`config.mk`:
```
export PLATFORM = sky130hd
export DESIGN_NAME = line_alarm_status
export DESIGN_NICKNAME = d
export VERILOG_FILES = /design/src/line_alarm_pkg.sv /design/src/line_alarm_status.sv
export SDC_FILE = /design/constraint.sdc
export NUM_CORES = 1
export LEC_CHECK = 0
export BUFFER_PORTS_ARGS = -buffer_cell sky130_fd_sc_hd__buf_2
export CAP_MARGIN = 20
export CORE_ASPECT_RATIO = 1.2
export CORE_MARGIN = 8
export CORE_UTILIZATION = 50
export CTS_CLUSTER_DIAMETER = 60
export DETAILED_ROUTE_END_ITERATION = 16
export PLACE_DENSITY = 0.79
export SYNTH_ARGS = -nofsm -noshare
export SYNTH_HDL_FRONTEND = slang
export SYNTH_SLANG_ARGS = --single-unit
```
`constraint.sdc`:
```
create_clock -name I_CLOCK -period 3 [get_ports I_CLOCK]
set_input_delay 0.45 -clock I_CLOCK [delete_from_list [all_inputs] [get_ports I_CLOCK]]
set_output_delay 0.45 -clock I_CLOCK [all_outputs]
set_load 0.005 [all_outputs]
```
`src/line_alarm_pkg.sv`:
```
// Constants for the line alarm status and change-latch block
//
// Operation
// - No bipolar pulse on either transmit output for 128 bit periods declares drive alarm.
// - Any bipolar pulse on the transmit output clears the drive alarm at once.
// - Status register bit 6 shows drive alarm read-only; bit 7 reads zero.
// - FIFO-limit bit 5 is high while jitter FIFO pointers lie within three bits.
// - Each transition of drive, FIFO, signal-lost or pattern-lock status raises an enabled interrupt.
// - Manual loop-up mode sets loop-code bit after 00001 repeats beyond five seconds.
// - Manual loop-up mode drops loop-code bit as soon as the pattern stops.
// - Manual loop-down mode sets loop-code bit after 001 beyond five seconds, clears on stop.
// - In manual modes every loop-code transition raises an interrupt when enabled.
// - Entering automatic mode clears loop-code bit and starts searching for loop-up.
// - Automatic loop-up beyond five seconds sets bit, starts remote loopback, seeks loop-down.
// - Automatic mode keeps loop-code bit high while remote loopback stays active.
// - Loop-down beyond five seconds ends loopback, clears bit, raises enabled interrupt.
// - A read-only status bit shows receive loss of signal.
// - A read-only status bit shows lock to the quasi-random test pattern.
// - Status and change registers work only in single-rail mode; the enable register works in either mode.
// - Change bits 6, 5, 3 latch any change of their status bits since last read.
// - Change bits clear when the change register is read.
// - Change bits 1 and 0 latch signal-lost and pattern-lock changes, clear on read.
// - Loop mode 00 disables loop-code detection; loop-code bit stays inactive.
// - Enable register holds enables in bits 6, 5, 3, 1 and 0.
package line_alarm_pkg;

   // -----------------------------------------------------------------
   // Register indices (byte address is four times the index)
   // -----------------------------------------------------------------
   localparam logic [11:0] MODE_IDX   = 12'hf03;
   localparam logic [11:0] ENABLE_IDX = 12'hf04;
   localparam logic [11:0] STATUS_IDX = 12'hf05;
   localparam logic [11:0] CHANGE_IDX = 12'hf06;

   // -----------------------------------------------------------------
   // Field positions
   // -----------------------------------------------------------------
   localparam int DRIVE_BIT   = 6;
   localparam int FIFO_BIT    = 5;
   localparam int LOOP_BIT    = 3;
   localparam int LOST_BIT    = 1;
   localparam int PATTERN_BIT = 0;
   localparam int MODE_HI_BIT = 7;
   localparam int MODE_LO_BIT = 6;
   localparam int RAIL_BIT    = 0;

   localparam logic [7:0] EVENT_MASK  = 8'h6b;
   localparam logic [7:0] MODE_MASK   = 8'hc1;
   localparam logic [7:0] RESET_VALUE = 8'h00;

   // -----------------------------------------------------------------
   // Loop-code modes and patterns
   // -----------------------------------------------------------------
   localparam logic [1:0] MODE_OFF  = 2'h0;
   localparam logic [1:0] MODE_UP   = 2'h1;
   localparam logic [1:0] MODE_DOWN = 2'h2;
   localparam logic [1:0] MODE_AUTO = 2'h3;
   localparam int UP_PERIOD   = 5;
   localparam int DOWN_PERIOD = 3;

   // -----------------------------------------------------------------
   // Timing
   // -----------------------------------------------------------------
   localparam int  CLOCK_HZ    = 100000000;
   localparam int  HOLD_S      = 5;
   localparam longint HOLD_CYCLES_L = 64'(HOLD_S) * 64'(CLOCK_HZ);
   localparam int  DRIVE_BITS  = 128;
   localparam int  FIFO_LIMIT  = 3;

   typedef enum logic [1:0] {
      LC_OFF,
      LC_MANUAL,
      LC_AUTO_UP,
      LC_AUTO_LOOP
   } loop_state_type;

endpackage

```
`src/line_alarm_status.sv`:
```
// Line alarm status, change latches and loop-code detector
//
// The Avalon-MM register port was decided locally.
`timescale 1ns/1ns
`default_nettype none
module line_alarm_status #(
   parameter int          PTR_W       = 5,
   parameter int          DRIVE_BITS  = line_alarm_pkg::DRIVE_BITS,
   parameter logic [31:0] HOLD_CYCLES =
      32'(line_alarm_pkg::HOLD_CYCLES_L)
)(
   input  wire logic             I_CLOCK,
   input  wire logic             I_RESET_N,
   input  wire logic [13:0]      I_ADDRESS,
   input  wire logic             I_READ,
   input  wire logic             I_WRITE,
   input  wire logic [31:0]      I_WRITEDATA,
   input  wire logic [3:0]       I_BYTEENABLE,
   output var  logic [31:0]      O_READDATA,
   output var  logic             O_WAITREQUEST,
   input  wire logic             I_TX_BIT_TICK,
   input  wire logic             I_TX_LINE_POS,
   input  wire logic             I_TX_LINE_NEG,
   input  wire logic             I_RX_BIT_TICK,
   input  wire logic             I_RX_DATA,
   input  wire logic [PTR_W-1:0] I_JA_WR_PTR,
   input  wire logic [PTR_W-1:0] I_JA_RD_PTR,
   input  wire logic             I_RX_SIGNAL_LOST,
   input  wire logic             I_TEST_PATTERN_LOCKED,
   output var  logic             O_REMOTE_LOOPBACK,
   output var  logic             O_IRQ
);

   // ----------------------------------------------------------------
   // Parameter checks
   // ----------------------------------------------------------------
   if (PTR_W < 3 || PTR_W > 16)
      $error("PTR_W out of range");
   if (DRIVE_BITS < 2 || DRIVE_BITS > 65535)
      $error("DRIVE_BITS out of range");
   if (HOLD_CYCLES < 32'h2)
      $error("HOLD_CYCLES too small");

   // ----------------------------------------------------------------
   // State
   // ----------------------------------------------------------------
   typedef struct packed {
      logic                         ack;
      logic [31:0]                  rdata;
      logic [7:0]                   enable;
      logic [7:0]                   mode;
      logic [15:0]                  idle_cnt;
      logic                         drive_alarm;
      logic                         fifo_limit;
      logic                         signal_lost;
      logic                         pattern_locked;
      line_alarm_pkg::loop_state_type loop_state;
      logic                         loop_code;
      logic                         loopback;
      logic [5:0]                   rx_shift;
      logic                         match;
      logic [31:0]                  hold_cnt;
      logic [7:0]                   change;
   } state_type;

   state_type state;
   state_type next_state;

   logic              request;
   logic              accept;
   logic [11:0]       index;
   logic              single_rail;
   logic [1:0]        loop_mode;
   logic              pulse_seen;
   logic [PTR_W-1:0]  diff_fw;
   logic [PTR_W-1:0]  diff_bw;
   logic              fifo_near;
   logic              target_down;
   logic              detected;
   logic [7:0]        status_now;
   logic [7:0]        status_next;
   logic [5:0]        shifted;
   logic              period_ok;

   assign request     = I_READ | I_WRITE;
   assign accept      = request & ~state.ack;
   assign index       = I_ADDRESS[13:2];
   assign single_rail = state.mode[line_alarm_pkg::RAIL_BIT];
   assign loop_mode   = state.mode[line_alarm_pkg::MODE_HI_BIT:
                                   line_alarm_pkg::MODE_LO_BIT];
   assign pulse_seen  = I_TX_LINE_POS | I_TX_LINE_NEG;
   assign diff_fw     = PTR_W'(I_JA_WR_PTR - I_JA_RD_PTR);
   assign diff_bw     = PTR_W'(I_JA_RD_PTR - I_JA_WR_PTR);
   assign fifo_near   = (diff_fw <= PTR_W'(line_alarm_pkg::FIFO_LIMIT)) ||
                        (diff_bw <= PTR_W'(line_alarm_pkg::FIFO_LIMIT));
   assign target_down = (loop_mode == line_alarm_pkg::MODE_DOWN) ||
                        (state.loop_state == line_alarm_pkg::LC_AUTO_LOOP);
   assign detected    = state.match && (state.hold_cnt == HOLD_CYCLES);
   assign shifted     = {state.rx_shift[4:0], I_RX_DATA};

   // Repeating pattern: period repeats and one mark per period
   always_comb
   begin
      if (target_down)
      begin
         period_ok = (shifted[0] == shifted[line_alarm_pkg::DOWN_PERIOD]) &&
                     ($countones(shifted[2:0]) == 1);
      end
      else
      begin
         period_ok = (shifted[0] == shifted[line_alarm_pkg::UP_PERIOD]) &&
                     ($countones(shifted[4:0]) == 1);
      end
   end

   always_comb
   begin
      status_now = line_alarm_pkg::RESET_VALUE;
      status_now[line_alarm_pkg::DRIVE_BIT]   = state.drive_alarm;
      status_now[line_alarm_pkg::FIFO_BIT]    = state.fifo_limit;
      status_now[line_alarm_pkg::LOOP_BIT]    = state.loop_code;
      status_now[line_alarm_pkg::LOST_BIT]    = state.signal_lost;
      status_now[line_alarm_pkg::PATTERN_BIT] = state.pattern_locked;
   end

   // ----------------------------------------------------------------
   // Next state
   // ----------------------------------------------------------------
   always_comb
   begin
      next_state = state;

      // Bus: one wait cycle, then answer
      next_state.ack = accept;
      if (accept && I_READ)
      begin
         unique case (index)
            line_alarm_pkg::MODE_IDX:
               next_state.rdata = {24'h0, state.mode};
            line_alarm_pkg::ENABLE_IDX:
               next_state.rdata = {24'h0, state.enable};
            line_alarm_pkg::STATUS_IDX:
               next_state.rdata = {24'h0,
                  single_rail ? status_now : line_alarm_pkg::RESET_VALUE};
            line_alarm_pkg::CHANGE_IDX:
               next_state.rdata = {24'h0, state.change};
            default:
               next_state.rdata = 32'h0;
         endcase
      end
      if (accept && I_WRITE && I_BYTEENABLE[0])
      begin
         if (index == line_alarm_pkg::ENABLE_IDX)
            next_state.enable = I_WRITEDATA[7:0] &
                                line_alarm_pkg::EVENT_MASK;
         if (index == line_alarm_pkg::MODE_IDX)
            next_state.mode = I_WRITEDATA[7:0] & line_alarm_pkg::MODE_MASK;
      end

      // Transmit drive monitor
      if (pulse_seen)
      begin
         next_state.idle_cnt    = 16'h0;
         next_state.drive_alarm = 1'b0;
      end
      else if (I_TX_BIT_TICK && !state.drive_alarm)
      begin
         next_state.idle_cnt = state.idle_cnt + 16'h1;
         if (state.idle_cnt == 16'(DRIVE_BITS - 1))
            next_state.drive_alarm = 1'b1;
      end

      next_state.fifo_limit     = fifo_near;
      next_state.signal_lost    = I_RX_SIGNAL_LOST;
      next_state.pattern_locked = I_TEST_PATTERN_LOCKED;

      // Receive pattern match, judged once per bit
      if (I_RX_BIT_TICK)
      begin
         next_state.rx_shift = shifted;
         next_state.match    = period_ok;
      end
      if (!next_state.match)
         next_state.hold_cnt = 32'h0;
      else if (state.hold_cnt != HOLD_CYCLES)
         next_state.hold_cnt = state.hold_cnt + 32'h1;

      // Loop-code control
      if (!single_rail || loop_mode == line_alarm_pkg::MODE_OFF)
      begin
         next_state.loop_state = line_alarm_pkg::LC_OFF;
         next_state.loop_code  = 1'b0;
         next_state.loopback   = 1'b0;
      end
      else if (loop_mode != line_alarm_pkg::MODE_AUTO)
      begin
         next_state.loop_state = line_alarm_pkg::LC_MANUAL;
         next_state.loopback   = 1'b0;
         next_state.loop_code  = detected;
      end
      else
      begin
         unique case (state.loop_state)
            line_alarm_pkg::LC_OFF,
            line_alarm_pkg::LC_MANUAL:
            begin
               next_state.loop_state = line_alarm_pkg::LC_AUTO_UP;
               next_state.loop_code  = 1'b0;
               next_state.hold_cnt   = 32'h0;
               next_state.match      = 1'b0;
            end
            line_alarm_pkg::LC_AUTO_UP:
            begin
               if (detected)
               begin
                  next_state.loop_state = line_alarm_pkg::LC_AUTO_LOOP;
                  next_state.loop_code  = 1'b1;
                  next_state.loopback   = 1'b1;
                  next_state.hold_cnt   = 32'h0;
                  next_state.match      = 1'b0;
               end
            end
            line_alarm_pkg::LC_AUTO_LOOP:
            begin
               next_state.loop_code = 1'b1;
               if (detected)
               begin
                  next_state.loop_state = line_alarm_pkg::LC_AUTO_UP;
                  next_state.loop_code  = 1'b0;
                  next_state.loopback   = 1'b0;
                  next_state.hold_cnt   = 32'h0;
                  next_state.match      = 1'b0;
               end
            end
         endcase
      end

      // Change latches: a read clears, a new change wins
      if (accept && I_READ && index == line_alarm_pkg::CHANGE_IDX)
         next_state.change = line_alarm_pkg::RESET_VALUE;
      status_next = line_alarm_pkg::RESET_VALUE;
      status_next[line_alarm_pkg::DRIVE_BIT]   = next_state.drive_alarm;
      status_next[line_alarm_pkg::FIFO_BIT]    = next_state.fifo_limit;
      status_next[line_alarm_pkg::LOOP_BIT]    = next_state.loop_code;
      status_next[line_alarm_pkg::LOST_BIT]    = next_state.signal_lost;
      status_next[line_alarm_pkg::PATTERN_BIT] = next_state.pattern_locked;
      if (single_rail)
         next_state.change = next_state.change |
            ((status_next ^ status_now) &
             line_alarm_pkg::EVENT_MASK);
   end

   // ----------------------------------------------------------------
   // Registers
   // ----------------------------------------------------------------
   always_ff @(posedge I_CLOCK or negedge I_RESET_N)
   begin
      if (!I_RESET_N)
         state <= '0;
      else
         state <= next_state;
   end

   assign O_READDATA        = state.rdata;
   assign O_WAITREQUEST     = request & ~state.ack;
   assign O_REMOTE_LOOPBACK = state.loopback;
   assign O_IRQ             = |(state.change & state.enable);

   logic change_read;
   logic status_read;
   assign change_read = accept && I_READ &&
                        index == line_alarm_pkg::CHANGE_IDX;
   assign status_read = accept && I_READ &&
                        index == line_alarm_pkg::STATUS_IDX;
endmodule
`default_nettype wire
```
# Word level (Yosys, flattened, before mapping)
# Index checks and enable logic that the tools add are counted.
[totals]
register_bits = 111
latchBits = 0
ramBits = 0
romBits = 0
input_bits = 71
out_inout_bits = 35
word_cells = 97
memories = 0
[op_classes]
n_addsub = 9
mul = 0
div_mod_pow = 0
order_cmp = 2
n_eq_ne = 18
n_shift = 0
muxes = 21
n_bitwise = 7
reduce_logical = 24
[ops]
columns = ["cell", "count"]
rows = [
  ["2-to-1 mux 33 bit", 3],
  ["one-hot mux 33 bit (2 select lines)", 1],
  ["2-to-1 mux 32 bit", 2],
  ["== test 12 bit, second input constant", 4],
  ["2-to-1 mux 17 bit", 2],
  ["adder 32 x 1 -> 32 bit, second input constant", 1],
  ["== test 32 x 2 -> 1 bit, second input constant", 1],
  ["== test 32 x 29 -> 1 bit, second input constant", 1],
  ["!= test 32 x 29 -> 1 bit, second input constant", 1],
  ["one-hot mux 8 bit (4 select lines)", 1],
  ["adder 16 x 1 -> 16 bit, second input constant", 1],
  ["== test 16 x 7 -> 1 bit, second input constant", 1],
  ["2-to-1 mux 4 bit", 4],
  ["2-to-1 mux 8 bit", 2],
  ["less-or-equal comparator 5 x 2 -> 1 bit, second input constant", 2],
  ["subtractor 5 bit", 2],
  ["one-hot mux 3 bit (3 select lines)", 1],
  ["AND 8 x 7 -> 8 bit", 1],
  ["logical AND 1 bit", 8],
  ["bitwise OR 8 x 7 -> 8 bit", 1],
  ["OR reduction 8 bit", 1],
  ["2-to-1 mux 7 bit", 1],
  ["bitwise XOR 7 bit", 1],
  ["== test 2 bit, second input constant", 3],
  ["23 further kinds", 35],
]

# Longest topological paths before layout
[logic_depth]
depth_word = 12
ltp_mapped = 14
mapped_depth_nobuf = 12

# Worst setup path after synthesis
# Ideal clock, no wire load.
[synth_timing]
path_type = "input to register"
startpoint = "input I_RX_DATA"
endpoint = "register state[31] (netlist bit)"
setup_ns = 0.068
t_arrival_ns = 3.149
required_ns = 2.932
setup_slack_ns = -0.218
path_stages = 14
n_path_buf = 2
cell_sequence = "ha_1 > inv_1 > fa_1 > inv_1 > ha_1 > fa_1 > nor2_1 > and4_1 > a221oi_1 > o21a_1 > or3_1 > buf_6 > buf_12 > nor2_4"
[synth_lines]
columns = ["element", "line_no", "text"]
rows = [
  ["start, declared", "line_alarm_status.sv:25", "input wire logic I_RX_DATA,"],
  ["end signal, assigned", "line_alarm_status.sv:261", "state <= next_state;"],
  ["end, declared", "line_alarm_status.sv:66", "state_type state;"],
]

==> impl_metrics.yaml <==
status:
  status: "finished, violations left"
  violations: "setup timing"
cts:
  cts_max_path_buffers: 2
  root_buffer: "clkbuf_16"
  htree_levels: 3
  cts_buffers: 9
  cts_tree: "built"
  insertion_delay_ns: 0.35
  path_clk_slew_ns: 0.07
  cts_num_sinks: 82
synthesis:
  async_reset_ff_frac: 1.00
  seq_area_frac_synth: 0.410
  synth_area_per_cell_sq_um: 9.57
  netlist_area_sq_mm: 0.00501
  synth-edff-count: 0
  synth_top_area_frac: 0.410
  synthTopCellsByArea: "dfrtp_1 41%, xor2_1 5.8%, buf_4 4.8%, nor2_1 4.8%, ha_1 3.7%"
  yosysUniqueCellTypes: 61
  postSynthCellCount: 523
  yosys_register_bits: 82
  yosys.area.top_type: "dfrtp_1"
  synthFlopType: "dfrtp_1"
  ys_warn_count: 0
setup_path:
  crit_fanout: 16
  rr_worst_depth: 13
  critPathTopFamily: "adder cells"
  max_stage_delay_ns: 0.49
  worstPathRequired_ns: 3.28
  r2r_start: "shifted[1]"
  r2r_end: "state[29]"
  reg2reg_slack_ns: -0.23
  crit_buf_inv: 3
  cp.arrival_ns: 3.51
  start_kind: "flip-flop"
  cp_slowest_cell: "fa_1"
  path_class: "flip-flop to flip-flop"
  path_cells: "ha_4 > inv_2 > fa_1 > inv_1 > ha_2 > fa_1 > nor2_1 > and4_4 > a221oi_2 > o21a_1 > or3_4 > buf_16 > nor2_1"
  crit_path_end_kind: "flip-flop"
final_layout:
  utilization: 0.572
  num_antenna_cells: 0
  final_layout_size_suffix_gt1_frac: 0.204
  num-nets-final: 656
  fillers: 842
  multi_input_area_sq_mm: 0.00266
  seq_area_sq_mm: 0.00205
  final_area_sq_mm: 0.00564
  instances_no_fill: 696
  syn2layout_area_growth_pct: 12.6
power_and_ir_drop:
  ir_drop_uv: 282
  leakage_nw: 2.53
  power.total_mw: 2.66
  p_per_area_mw_per_mm2: 471
global_routing:
  overflow: 0
  grt_antenna_before_repair: 0
  grt_usage: 0.166
  grt_max_degree: 83
  grt_pass1_vias: 3943
  grt_first_pass_wirelength_mm: 18.4
timing:
  rsz0062_at_grt: "yes"
  setup_ws_ns: -0.229
  layout_min_cycle_time_ns: 3.23
  tightestPinTransition_ns: 0.689
  slew_headroom: 0.537
  period_share: 1.08
  fin_worst_skew_ns: 0.00879
  fin_worst_hold_slack_ns: 0.235
  setup_tns_ns: -6.91
  max_freq_mhz: 310
  drv_slew: 0
  setup_viol: 33
  hold_viol_final: 0
floorplanning:
  die_x_um: 107
  dieArea_sq_mm: 0.0135
  fp.dieH_um: 126
  coreArea_sq_mm: 0.00986
  io_pins: 106
  rows: 40
  start_util: 0.508
place:
  placed_cell_area_sq_mm: 0.00522
  dp_hpwl_mm: 7.61
  gp_congestion: 0.799
  io_buffers: 48
  dp.cells: 676
  post-place-ws_ns: -0.387
detailed_routing:
  viasPerCell: 5.46
  ant_nets: 0
  vias: 3800
  first_pass_iters: 4
  wl_mm: 10.8
  drt_iter0_markers: 199
  drc: 0
  wire_per_inst_um: 15.5
min_path:
  holdPathEnd: "state[51]"
  hold_path_depth: 1
  hp-start: "I_TEST_PATTERN_LOCKED"
  hold_class: "input pin to flip-flop"
job:
  max_cap_violations: 0
cell usage after synthesis (all sizes together) (10+ instances only):
master and number:
buf 37, xor2 33, nor2 75, ha 15, clkbuf 12, inv 30
nand2 43, nor3 10, nand3 23, nand4 20, xnor2 14, dfrtp 82
o21ai 16
cell type report:
type / count / area share
Multi-Input combinational cell: 387 / 0.471
Sequential cell: 82 / 0.364
Timing Repair Buffer: 55 / 0.0621
Clock buffer: 9 / 0.0399
Tap cell: 126 / 0.0280
Inverter: 30 / 0.0200
Clock inverter: 7 / 0.0146
worst reg2reg max path, delay by kind of cell (launching register included):
family	cells	cell delay (ns)
adder cells (fa/ha/maj)	4	1.41
AO/OA/AOI/OAI	2	0.26
AND/OR/NAND/NOR	4	0.81
flip-flops	1	0.41
buffers and inverters	3	0.28
cell usage in the layout, fill, tap and decap left out, drive strengths merged, types with 7 or more instances in the layout:
cell type / netlist / layout
nor3: 10 / 10
nand2: 43 / 43
xnor2: 14 / 14
buf: 37 / 54
a21oi: 7 / 7
nand4: 20 / 20
nor2b: 7 / 7
inv: 30 / 34
conb: 1 / 26
mux2i: 8 / 8
xor2: 33 / 33
nor2: 75 / 75
dfrtp: 82 / 82
ha: 15 / 15
nand3: 23 / 23
o21ai: 16 / 16
mux2: 9 / 9
clkbuf: 12 / 9
and4: 7 / 7
metal layers:
metal | share of wire | wire (um) | global-route usage
met3 | 0.050 | 543 | 0.0454
met2 | 0.53 | 5700 | 0.281
met5 | 0 | 0 | 0
met1 | 0.40 | 4360 | 0.188
met4 | 0.018 | 193 | 0.0761
worst max path at each step:
stage | start | depth (start not counted) | to | slack (ns)
2_1_floorplan | I_RX_DATA | 14 | state[31] | -0.1
3_3_place_gp | I_RX_DATA | 14 | state[10] | -0.31
3_5_place_dp | I_RX_DATA | 14 | state[10] | -0.39
4_1_cts | shifted[1] | 13 | state[8] | -0.22
5_1_grt | shifted[1] | 13 | state[28] | -0.33
6_report | shifted[1] | 13 | state[29] | -0.23
report_power, final:
part | leakage (nW) | internal (mW) | switching [mW] | total (mW)
sequential | 1.11 | 1.13 | 0.0307 | 1.16
clock | 0.145 | 0.660 | 0.492 | 1.15
combinational | 1.28 | 0.143 | 0.199 | 0.342
cells by family after synthesis:
family / share of synthesized area
AO/OA/AOI/OAI: 0.0765
XOR/XNOR: 0.0837
adder cells (fa/ha/maj): 0.0575
buffers and inverters: 0.0910
flip-flops: 0.410
multiplexers: 0.0362
other: 0.000749
AND/OR/NAND/NOR: 0.244
what timing repair did:
action | CTS | global route
hold buffers | 0 | 1
setup endpoints to repair | 33 | 33
pin swaps | 0 | 0
gates resized for setup | 3 | 12
buffers inserted | 1 | 0
hold endpoints to repair | 0 | 9
gates cloned | 1 | 0
registers in the layout, indices dropped and copies added, names as in the netlist:
signal	count
O_REMOTE_LOOPBACK	1
O_READDATA	6
single_rail	1
shifted	5
loop_mode	2
state	67
Note: power is estimated with default switching activity, not from simulation.
